<file path="src/common/rss_pkg.sv">
// Notes on behaviour
// - excitation, sine, cosine held at one instant, then converted one after another.
// - once started, scans repeat without further starts until stopped.
// - after the third channel of a scan, a completion interrupt is raised.
// - fast tick every 50 us paces position evaluation and drive update.
// - slow tick every 0.8 s; direction inverts after every fifth slow tick.
// - sine/cosine captured only when excitation result equals the reference.
// - at most one sine/cosine capture per 900 us excitation cycle.
// - capture resolution is fine enough for 30-degree rotor sectors.
// - scan end sets the done flag and interrupt; the handler clears it.
// - fast position tick is enabled only after the first capture.
package rss_pkg;

  localparam int unsigned CLK_PERIOD_NS    = 10;
  localparam int unsigned FAST_TICK_NS     = 50_000;
  localparam int unsigned FAST_TICK_CYC    = FAST_TICK_NS / CLK_PERIOD_NS;
  localparam int unsigned SLOW_TICK_MS     = 800;
  localparam longint unsigned SLOW_TICK_NS = longint'(SLOW_TICK_MS) * 64'd1_000_000;
  localparam int unsigned SLOW_TICK_CYC    = 32'(SLOW_TICK_NS / CLK_PERIOD_NS);
  localparam int unsigned EXC_PERIOD_NS    = 900_000;
  localparam int unsigned EXC_PERIOD_CYC   = EXC_PERIOD_NS / CLK_PERIOD_NS;
  localparam int unsigned SLOW_TICKS_FLIP  = 5;

  localparam int unsigned ADC_W            = 10;
  localparam int unsigned FIFO_DEPTH       = 16;
  localparam int unsigned CNT_W            = 32;

  localparam logic [1:0]  CH_EXCITATION    = 2'h0;
  localparam logic [1:0]  CH_SINE          = 2'h1;
  localparam logic [1:0]  CH_COSINE        = 2'h2;

  localparam logic        DIR_RESET        = 1'h0;

  typedef enum logic [2:0] {
    RSS_IDLE,
    RSS_HOLD,
    RSS_REQ,
    RSS_WAIT,
    RSS_END
  } rss_scan_t;

endpackage : rss_pkg

</file>
<file path="src/rtl/rss_top.sv">
`timescale 1ns/10ps
module rss_top #(
  parameter int unsigned ADC_W          = rss_pkg::ADC_W,
  parameter int unsigned FIFO_DEPTH     = rss_pkg::FIFO_DEPTH,
  parameter int unsigned FAST_TICK_CYC  = rss_pkg::FAST_TICK_CYC,
  parameter int unsigned SLOW_TICK_CYC  = rss_pkg::SLOW_TICK_CYC,
  parameter int unsigned EXC_PERIOD_CYC = rss_pkg::EXC_PERIOD_CYC
) (
  // clock and reset
  input  wire logic               clk,
  input  wire logic               rst_b,
  // scan control
  input  wire logic               scan_start,
  input  wire logic               scan_stop,
  input  wire logic [ADC_W-1:0]   ref_excitation,
  output logic                    scan_running,
  // converter
  output logic                    adc_hold,
  output logic                    adc_start,
  output logic [1:0]              adc_chan,
  input  wire logic               adc_done,
  input  wire logic [ADC_W-1:0]   adc_data,
  // scan completion
  output logic                    scan_done_flag,
  output logic                    scan_done_irq,
  input  wire logic               scan_done_clear,
  // held capture
  output logic [ADC_W-1:0]        excitation_last,
  output logic [ADC_W-1:0]        sine_capture,
  output logic [ADC_W-1:0]        cosine_capture,
  output logic                    position_valid,
  // capture stream
  output logic                    cap_valid,
  input  wire logic               cap_ready,
  output logic [2*ADC_W-1:0]      cap_data,
  // periodic ticks
  output logic                    fast_position_tick,
  output logic                    slow_direction_tick,
  output logic                    rotation_dir
);

  localparam int unsigned CNT_W = rss_pkg::CNT_W;

  typedef struct packed {
    rss_pkg::rss_scan_t state;
    logic [1:0]         chan;
    logic [ADC_W-1:0]   exc;
    logic [ADC_W-1:0]   sin;
    logic [ADC_W-1:0]   cos;
    logic [ADC_W-1:0]   cap_sin;
    logic [ADC_W-1:0]   cap_cos;
    logic               running;
    logic               done_flag;
    logic               first_cap;
    logic [CNT_W-1:0]   holdoff;
    logic [CNT_W-1:0]   fast_cnt;
    logic [CNT_W-1:0]   slow_cnt;
    logic [2:0]         slow_num;
    logic               dir;
    logic               fast_tick;
    logic               slow_tick;
  } rss_top_state_t;

  rss_top_state_t s_q;
  rss_top_state_t s_d;
  logic           qualify;
  logic           fifo_in_ready;
  logic           fifo_in_valid;

  // capture condition on the finished scan
  assign qualify       = (s_q.exc == ref_excitation) && (s_q.holdoff == '0);
  assign fifo_in_valid = (s_q.state == rss_pkg::RSS_END) && qualify;

  rss_fifo #(
    .W     (2*ADC_W),
    .DEPTH (FIFO_DEPTH)
  ) rss_fifo_inst (
    .clk       (clk),
    .rst_b     (rst_b),
    .in_valid  (fifo_in_valid),
    .in_ready  (fifo_in_ready),
    .in_data   ({s_q.sin, s_q.cos}),
    .out_valid (cap_valid),
    .out_ready (cap_ready),
    .out_data  (cap_data)
  );

  always_comb begin
    s_d           = s_q;
    s_d.fast_tick = 1'b0;
    s_d.slow_tick = 1'b0;

    // run control
    if (scan_stop) begin
      s_d.running = 1'b0;
    end else if (scan_start) begin
      s_d.running = 1'b1;
    end

    if (s_q.holdoff != '0) begin
      s_d.holdoff = s_q.holdoff - CNT_W'(1);
    end

    unique case (s_q.state)
      rss_pkg::RSS_IDLE: begin
        if (s_q.running) begin
          s_d.state = rss_pkg::RSS_HOLD;
        end
      end
      rss_pkg::RSS_HOLD: begin
        s_d.chan  = rss_pkg::CH_EXCITATION;
        s_d.state = rss_pkg::RSS_REQ;
      end
      rss_pkg::RSS_REQ: begin
        s_d.state = rss_pkg::RSS_WAIT;
      end
      rss_pkg::RSS_WAIT: begin
        if (adc_done) begin
          if (s_q.chan == rss_pkg::CH_EXCITATION) begin
            s_d.exc = adc_data;
          end else if (s_q.chan == rss_pkg::CH_SINE) begin
            s_d.sin = adc_data;
          end else begin
            s_d.cos = adc_data;
          end
          if (s_q.chan == rss_pkg::CH_COSINE) begin
            s_d.state = rss_pkg::RSS_END;
          end else begin
            s_d.chan  = s_q.chan + 2'h1;
            s_d.state = rss_pkg::RSS_REQ;
          end
        end
      end
      rss_pkg::RSS_END: begin
        if (!(qualify && !fifo_in_ready)) begin
          if (qualify) begin
            s_d.cap_sin   = s_q.sin;
            s_d.cap_cos   = s_q.cos;
            s_d.first_cap = 1'b1;
            s_d.holdoff   = CNT_W'(EXC_PERIOD_CYC) - CNT_W'(1);
          end
          s_d.state = s_d.running ? rss_pkg::RSS_HOLD : rss_pkg::RSS_IDLE;
        end
      end
    endcase

    // scan end sets the flag, set wins over clear
    if (scan_done_clear) begin
      s_d.done_flag = 1'b0;
    end
    if (s_q.state == rss_pkg::RSS_END && !(qualify && !fifo_in_ready)) begin
      s_d.done_flag = 1'b1;
    end

    // fast tick
    if (s_q.fast_cnt == CNT_W'(FAST_TICK_CYC - 1)) begin
      s_d.fast_cnt  = '0;
      s_d.fast_tick = s_q.first_cap;
    end else begin
      s_d.fast_cnt = s_q.fast_cnt + CNT_W'(1);
    end

    // slow tick and direction
    if (s_q.slow_cnt == CNT_W'(SLOW_TICK_CYC - 1)) begin
      s_d.slow_cnt  = '0;
      s_d.slow_tick = 1'b1;
      if (s_q.slow_num == 3'(rss_pkg::SLOW_TICKS_FLIP - 1)) begin
        s_d.slow_num = '0;
        s_d.dir      = ~s_q.dir;
      end else begin
        s_d.slow_num = s_q.slow_num + 3'h1;
      end
    end else begin
      s_d.slow_cnt = s_q.slow_cnt + CNT_W'(1);
    end
  end

  always_ff @(posedge clk or negedge rst_b) begin
    if (!rst_b) begin
      s_q       <= '0;
      s_q.state <= rss_pkg::RSS_IDLE;
      s_q.dir   <= rss_pkg::DIR_RESET;
    end else begin
      s_q <= s_d;
    end
  end

  assign scan_running        = s_q.running;
  assign adc_hold            = (s_q.state == rss_pkg::RSS_HOLD);
  assign adc_start           = (s_q.state == rss_pkg::RSS_REQ);
  assign adc_chan            = s_q.chan;
  assign scan_done_flag      = s_q.done_flag;
  assign scan_done_irq       = s_q.done_flag;
  assign excitation_last     = s_q.exc;
  assign sine_capture        = s_q.cap_sin;
  assign cosine_capture      = s_q.cap_cos;
  assign position_valid      = s_q.first_cap;
  assign fast_position_tick  = s_q.fast_tick;
  assign slow_direction_tick = s_q.slow_tick;
  assign rotation_dir        = s_q.dir;

endmodule : rss_top

</file>
<file path="src/rtl/rss_fifo.sv">
`timescale 1ns/10ps
module rss_fifo #(
  parameter int unsigned W     = 20,
  parameter int unsigned DEPTH = rss_pkg::FIFO_DEPTH
) (
  // clock and reset
  input  wire logic         clk,
  input  wire logic         rst_b,
  // fill side
  input  wire logic         in_valid,
  output logic              in_ready,
  input  wire logic [W-1:0] in_data,
  // drain side
  output logic              out_valid,
  input  wire logic         out_ready,
  output logic [W-1:0]      out_data
);

  localparam int unsigned AW = (DEPTH > 1) ? $clog2(DEPTH) : 1;

  typedef struct packed {
    logic [DEPTH-1:0][W-1:0] mem;
    logic [AW-1:0]           wr;
    logic [AW-1:0]           rd;
    logic [AW:0]             count;
  } rss_fifo_state_t;

  rss_fifo_state_t s_q;
  rss_fifo_state_t s_d;
  logic            push;
  logic            pop;

  assign in_ready  = (s_q.count != (AW+1)'(DEPTH));
  assign out_valid = (s_q.count != '0);
  assign out_data  = s_q.mem[s_q.rd];
  assign push      = in_valid && in_ready;
  assign pop       = out_valid && out_ready;

  always_comb begin
    s_d = s_q;
    if (push) begin
      s_d.mem[s_q.wr] = in_data;
      s_d.wr          = (s_q.wr == AW'(DEPTH-1)) ? '0 : s_q.wr + AW'(1);
    end
    if (pop) begin
      s_d.rd = (s_q.rd == AW'(DEPTH-1)) ? '0 : s_q.rd + AW'(1);
    end
    if (push && !pop) begin
      s_d.count = s_q.count + (AW+1)'(1);
    end else if (pop && !push) begin
      s_d.count = s_q.count - (AW+1)'(1);
    end
  end

  always_ff @(posedge clk or negedge rst_b) begin
    if (!rst_b) begin
      s_q <= '0;
    end else begin
      s_q <= s_d;
    end
  end

endmodule : rss_fifo

</file>
<file path="config.mk">
export PLATFORM = sky130hd
export DESIGN_NAME = rss_top
export DESIGN_NICKNAME = d
export VERILOG_FILES = /design/src/common/rss_pkg.sv /design/src/rtl/rss_top.sv /design/src/rtl/rss_fifo.sv
export SDC_FILE = /design/constraint.sdc
export NUM_CORES = 1
export LEC_CHECK = 0
export CAP_MARGIN = 20
export CELL_PAD_IN_SITES_DETAIL_PLACEMENT = 1
export CELL_PAD_IN_SITES_GLOBAL_PLACEMENT = 1
export CORE_AREA = 2 2 216 218
export CTS_CLUSTER_SIZE = 25
export DETAILED_ROUTE_END_ITERATION = 6
export DIE_AREA = 0 0 218 220
export DONT_BUFFER_PORTS = 1
export PLACE_DENSITY = 0.76
export SKIP_LAST_GASP = 1
export SYNTH_ARGS = -nofsm -noshare
export SYNTH_HDL_FRONTEND = slang
export SYNTH_SLANG_ARGS = --single-unit
</file>
<file path="constraint.sdc">
create_clock -name clk -period 5 [get_ports clk]
set_input_delay 1 -clock clk [delete_from_list [all_inputs] [get_ports clk]]
set_output_delay 1 -clock clk [all_outputs]
set_load 0.01 [all_outputs]
</file>
**Word level (Yosys, flattened, before mapping)**

Cells that the tools add are included.

- Add/sub/neg operators: 9
- $mul: 0
- Div/mod/pow operators: 0
- $lt $le $gt $ge: 3
- Equality and inequality tests: 17
- Shifts and indexed selects: 0
- Muxes and demuxes: 34
- Bitwise operators: 4
- Reductions and logical operators: 28

Operator list:

| kind | number |
|---|---|
| bitwise mux 320 bit | 1 |
| two-way mux 32 bit | 6 |
| binary-select mux 20 bit (select 4 bit) | 1 |
| demux 20 bit (select 4 bit) | 1 |
| adder 32 x 1 -> 32 bit (second input constant) | 2 |
| two-way mux 20 bit | 3 |
| two-way mux 35 bit | 1 |
| equality test 32 x 13 -> 1 bit (second input constant) | 1 |
| equality test 32 x 27 -> 1 bit (second input constant) | 1 |
| zero test 32 bit | 1 |
| nonzero test 32 bit | 1 |
| subtractor 32 x 1 -> 32 bit (second input constant) | 1 |
| two-way mux 10 bit | 3 |
| case mux 3 bit (5 select lines) | 1 |
| two-way mux 3 bit | 4 |
| AND reduction 3 bit | 4 |
| equality test 10 bit | 1 |
| less-than comparator 4 x 5 -> 1 bit (second input constant) | 2 |
| two-way mux 5 bit | 2 |
| logical AND 1 bit | 9 |
| adder 4 x 1 -> 4 bit (second input constant) | 2 |
| equality test 4 bit (second input constant) | 2 |
| two-way mux 4 bit | 2 |
| != test 2 bit (second input constant) | 4 |
| 22 further kinds | 39 |

- Flip-flop bits (word level): 493
- Latch bits: 0
- Bits in writable memories: 0
- Bits in read-only memories: 0
- Bits of input ports: 27
- Output and inout bits: 62
- Logic and storage cells: 131
- Memories: 0

**Longest topological paths before layout**

- Depth after elaboration: 8
- Mapped depth: 16
- Gate-level depth less buffers: 15

**By module**

From an unflattened synthesis, not the netlist that was laid out.

- Cells, all modules: 1615
- Area, all modules: 22944.5 um^2

By module, submodules not included:

| module | times used | cells each | area each (um^2) | sequential area each (um^2) |
|---|---|---|---|---|
| rss_fifo | 1 | 958 | 15456.1 | 8333.0 |
| rss_top | 1 | 657 | 7488.4 | 4003.8 |

**Least setup slack after synthesis**

No wires, ideal clock.

- Path type: reg2reg
- Start point: reg s_q[70] in the netlist's numbering
- End point: reg rss_fifo_inst.s_q[4] in the netlist's numbering
- Setup time: 0.127 ns
- Data arrival time: 3.403 ns
- Data required time: 4.873 ns
- Path slack: 1.471 ns
- Cell stages (with the launch flop): 17
- Path buffers: 1
- Period minus slack after synthesis: 3.529 ns
- Path through: dfrtp_1 > inv_1 > ha_1 > or3b_2 > or4_1 > nor2_1 > buf_2 > nand2_1 > nor2_1 > ha_1 > inv_1 > fa_1 > a21o_1 > a21oi_1 > xnor2_1 > nor2_1 > xor2_1

- Word-level cells in the longest chain between the ends: 7
- Elaborated cells between the ends (all ways): 9
- Those cells by class: mux: 1; reduce/logical: 8

Ends and longest elaborated chain:

| element | RTL line | text |
|---|---|---|
| start, declared | rss_top.sv:64 | `rss_top_state_t s_q;` |
| zero test 32 bit (*) | rss_top.sv:71 | `assign qualify = (s_q.exc == ref_excitation) && (s_q.holdoff == '0);` |
| logical AND 1 bit (*) | rss_top.sv:71 |  |
| logical AND 1 bit (*) | rss_top.sv:72 | `assign fifo_in_valid = (s_q.state == rss_pkg::RSS_END) && qualify;` |
| logical AND 1 bit (*) | rss_fifo.sv:36 | `assign push = in_valid && in_ready;` |
| via rss_fifo_inst.push | rss_fifo.sv:30 | `logic push;` |
| zero test 1 bit | rss_fifo.sv:50 | `end else if (pop && !push) begin` |
| logical AND 1 bit | rss_fifo.sv:50 |  |
| nonzero test 2 bit (no line) | - |  |
| end signal, assigned | rss_fifo.sv:57 | `s_q <= '0;` |
| end signal, assigned | rss_fifo.sv:59 | `s_q <= s_d;` |
| end, declared | rss_fifo.sv:28 | `rss_fifo_state_t s_q;` |

Mark *: on every way through the listed nets, which the timed path passes. The rest lies on a longest branch.
A chain may end at the register's enable or synchronous reset.

**Worst setup path after layout**

Same ends and word-level chain as after synthesis.

==> reports/results.tsv <==
metric	value	unit
outcome	finished, violations left	
violations	slew limit	
synthCells	1588	
seq_area	12300	um^2
coreArea	45900	um^2
synth_common_cells	dfrtp_1, mux2_2, mux2_1	
syn2layout_area_growth	8.97	%
power.switching	2310	uW
fin_crit	4.00	ns
synth_area_leader_cell	dfrtp_1	
grt_start_max_net_pins	494	
syn_avg_cell_area	14.3	um^2
path_clk_slew	0.06	ns
p_per_area	361	nW/um^2
switching_share	0.259	
netlist_top_cells_area	dfrtp_1, mux2_2, mux4_2, mux2_1, xor2_1	
synth_edf_count	0	
vias	13150	
cts_tree	yes	
synth.yosys.seq_area_share	0.545	
power.internal	6600	uW
synth_top_cell_area_share	0.545	
peakVddDrop	0.298	mV
via_per_inst	6.02	
post_cts_buffers	0	
post_cts_resized	0	
initial_core_util	0.494	
setup_viol	0	
yosys_warnings	0	
path_class	reg -> reg	
rows	79	
drv_slew	398	
worst_pin_slew	2.27	ns
drt_iter0_markers	881	
slew_headroom	-0.514	
drc	0	
hold_viol	0	
multi_input_area	9560	um^2
numCtsBuffers	53	
comb_power_share	0.042	
wl	54.6	mm
grt_remaining_overflow	0	
syn-num-nets	1633	
grt_pass1_vias	14607	
fill_cells	4329	
track_usage	0.236	
seqPwrFrac	0.525	
path_max_fanout	20	
wl_per_cell	25.0	um
h-tree-depth	2	
io_pins	89	
gp_congestion	0.797	
leakage	0.0118	uW
ys.flop_type	dfrtp_1	
ctsLongestPathBuffers	3	
drive_above_1_share	0.265	
finClkSkew	0.0306	ns
post-route-period-util	0.800	
cts.hold.buffers_added	0	
hp-class	in -> async	
root_buffer	clkbuf_16	
detail-route-antenna-nets	0	
clock_latency	0.61	ns
die_x	218	um
dr.pass1.iters	4	
ys_types	50	
antenna_found_initial	2	
startpoint_type	flop	
syn_area	22600	um^2
async_flop_share	1.00	
endpoint_kind	flop	
grt_pass1_wl	86.7	mm
pwr-share-clk	0.434	
dpl.hpwl	32.2	mm
die_h	220	um
dieArea	48000	um^2
finalPower	8910	uW
tns	0	ns
yosysMostFrequentCell	dfrtp_1	
port_buffers	0	
ys_seq_elements	493	
cts.sinks	493	
nets	1584	
rsz0062_at_grt	false	
critPathRequiredTime	5.49	ns
worstPathArrival	4.49	ns
drv_cap	0	
fmax	250	MHz
[routing by layer]
layer / vias up / track usage / wire length [um] / share of wire
li1: 5661 / - / - / -
met1: 7155 / 0.306 / 23200 / 0.43
met2: 257 / 0.410 / 27500 / 0.50
met3: 77 / 0.0403 / 2580 / 0.047
met4: 0 / 0.0701 / 1310 / 0.024
met5: - / 0 / 0 / 0
[cell usage in the layout, fill, tap and decap left out, types with 7 or more instances in the layout]
cell type and count:
o21ai_0 18, and3_1 19, a21oi_1 7, clkbuf_16 55, nand2_1 55, or3_1 8
mux2_1 176, nand4_1 33, clkbuf_1 12, xor2_1 54, inv_1 17, xnor2_1 43
and2_1 7, nor3_1 21, dfrtp_1 490, mux2_2 200, clkbuf_8 18, buf_4 23
and4_1 14, ha_1 17, nand3_1 35, mux4_2 100, nor2_1 62, nor4_1 19
[critical path, cell delays in order, from the launching register on]
cell	delay, ns
dfrtp_1	0.42
inv_1	0.09
ha_1	0.20
or3b_2	0.54
or4_1	0.52
nor2_1	0.15
buf_4	0.26
nand2_1	0.11
nor2_1	0.13
ha_1	0.20
inv_1	0.11
fa_1	0.42
a21o_1	0.18
a21oi_1	0.17
xnor2_1	0.14
nor2_1	0.06
xor2_1	0.14
[state kept, by name (all words and copies together) (netlist names)]
name / cells
adc_chan: 2
cosine_capture: 10
excitation_last: 10
fast_position_tick: 1
position_valid: 1
rotation_dir: 1
rss_fifo_inst.s_q: 333
s_q: 122
scan_done_flag: 1
scan_running: 1
sine_capture: 10
slow_direction_tick: 1
[per-stage QoR]
stage | hold WS [ns] | area, um^2 | std cells | util | setup WS (ns)
6_report | 0.147 | 24700 | 2185 | 0.538 | 0.999
5_1_grt | 0.114 | 24700 | 2185 | 0.538 | 0.751
4_1_cts | 0.107 | 24700 | 2184 | 0.538 | 1.02
3_5_place_dp | 0.461 | 22900 | 2091 | 0.500 | 1.10
3_3_place_gp | 0.450 | 22900 | 2091 | 0.500 | 1.18
2_1_floorplan | 0.433 | 22600 | 1588 | - | 1.47
[power groups by stage]
stage / Clock [uW] / Combinational [uW] / Sequential, uW
2_1_floorplan: 0 / 535 / 4360
3_3_place_gp: 0 / 347 / 4710
3_5_place_dp: 0 / 368 / 4740
4_1_cts: 3950 / 376 / 4670
5_1_grt: 4100 / 405 / 4730
6_report: 3860 / 372 / 4670
[cell type report]
cell class	instances	area share
tap	607	0.0308
timing repair buffer	25	0.00862
multi-input combinational	949	0.388
sequential	493	0.501
inverter	17	0.00259
clock inverter	8	0.00193
clock buffer	85	0.0677
antenna	1	0.000101
[logic make-up after synthesis]
group           share of synthesized area
fa+ha+maj                          0.0103
compound gates                     0.0154
mux                                 0.287
simple gates                       0.0725
xor+xnor                           0.0375
flops                               0.545
buf+inv                            0.0327
[worst paths after layout]
kind	to	slack (ns)	startpoint	cells past startpoint
min reg2reg	s_q[37]$_DFF_PN0_	0.47	s_q[37]$_DFF_PN0_	1
min in group clk	scan_running$_DFF_PN0_	0.47	scan_stop	1
min	s_q[29]$_DFF_PN0_	0.15	rst_b	0
max reg2reg	rss_fifo_inst.s_q[4]$_DFFE_PN0P_	1.0	s_q[70]$_DFF_PN0_	16
max	rss_fifo_inst.s_q[4]$_DFFE_PN0P_	1.0	s_q[70]$_DFF_PN0_	16
max in group asynchronous	rss_fifo_inst.s_q[6]$_DFFE_PN0P_	2.91	rst_b	0
(Power assumes the default switching activity.)
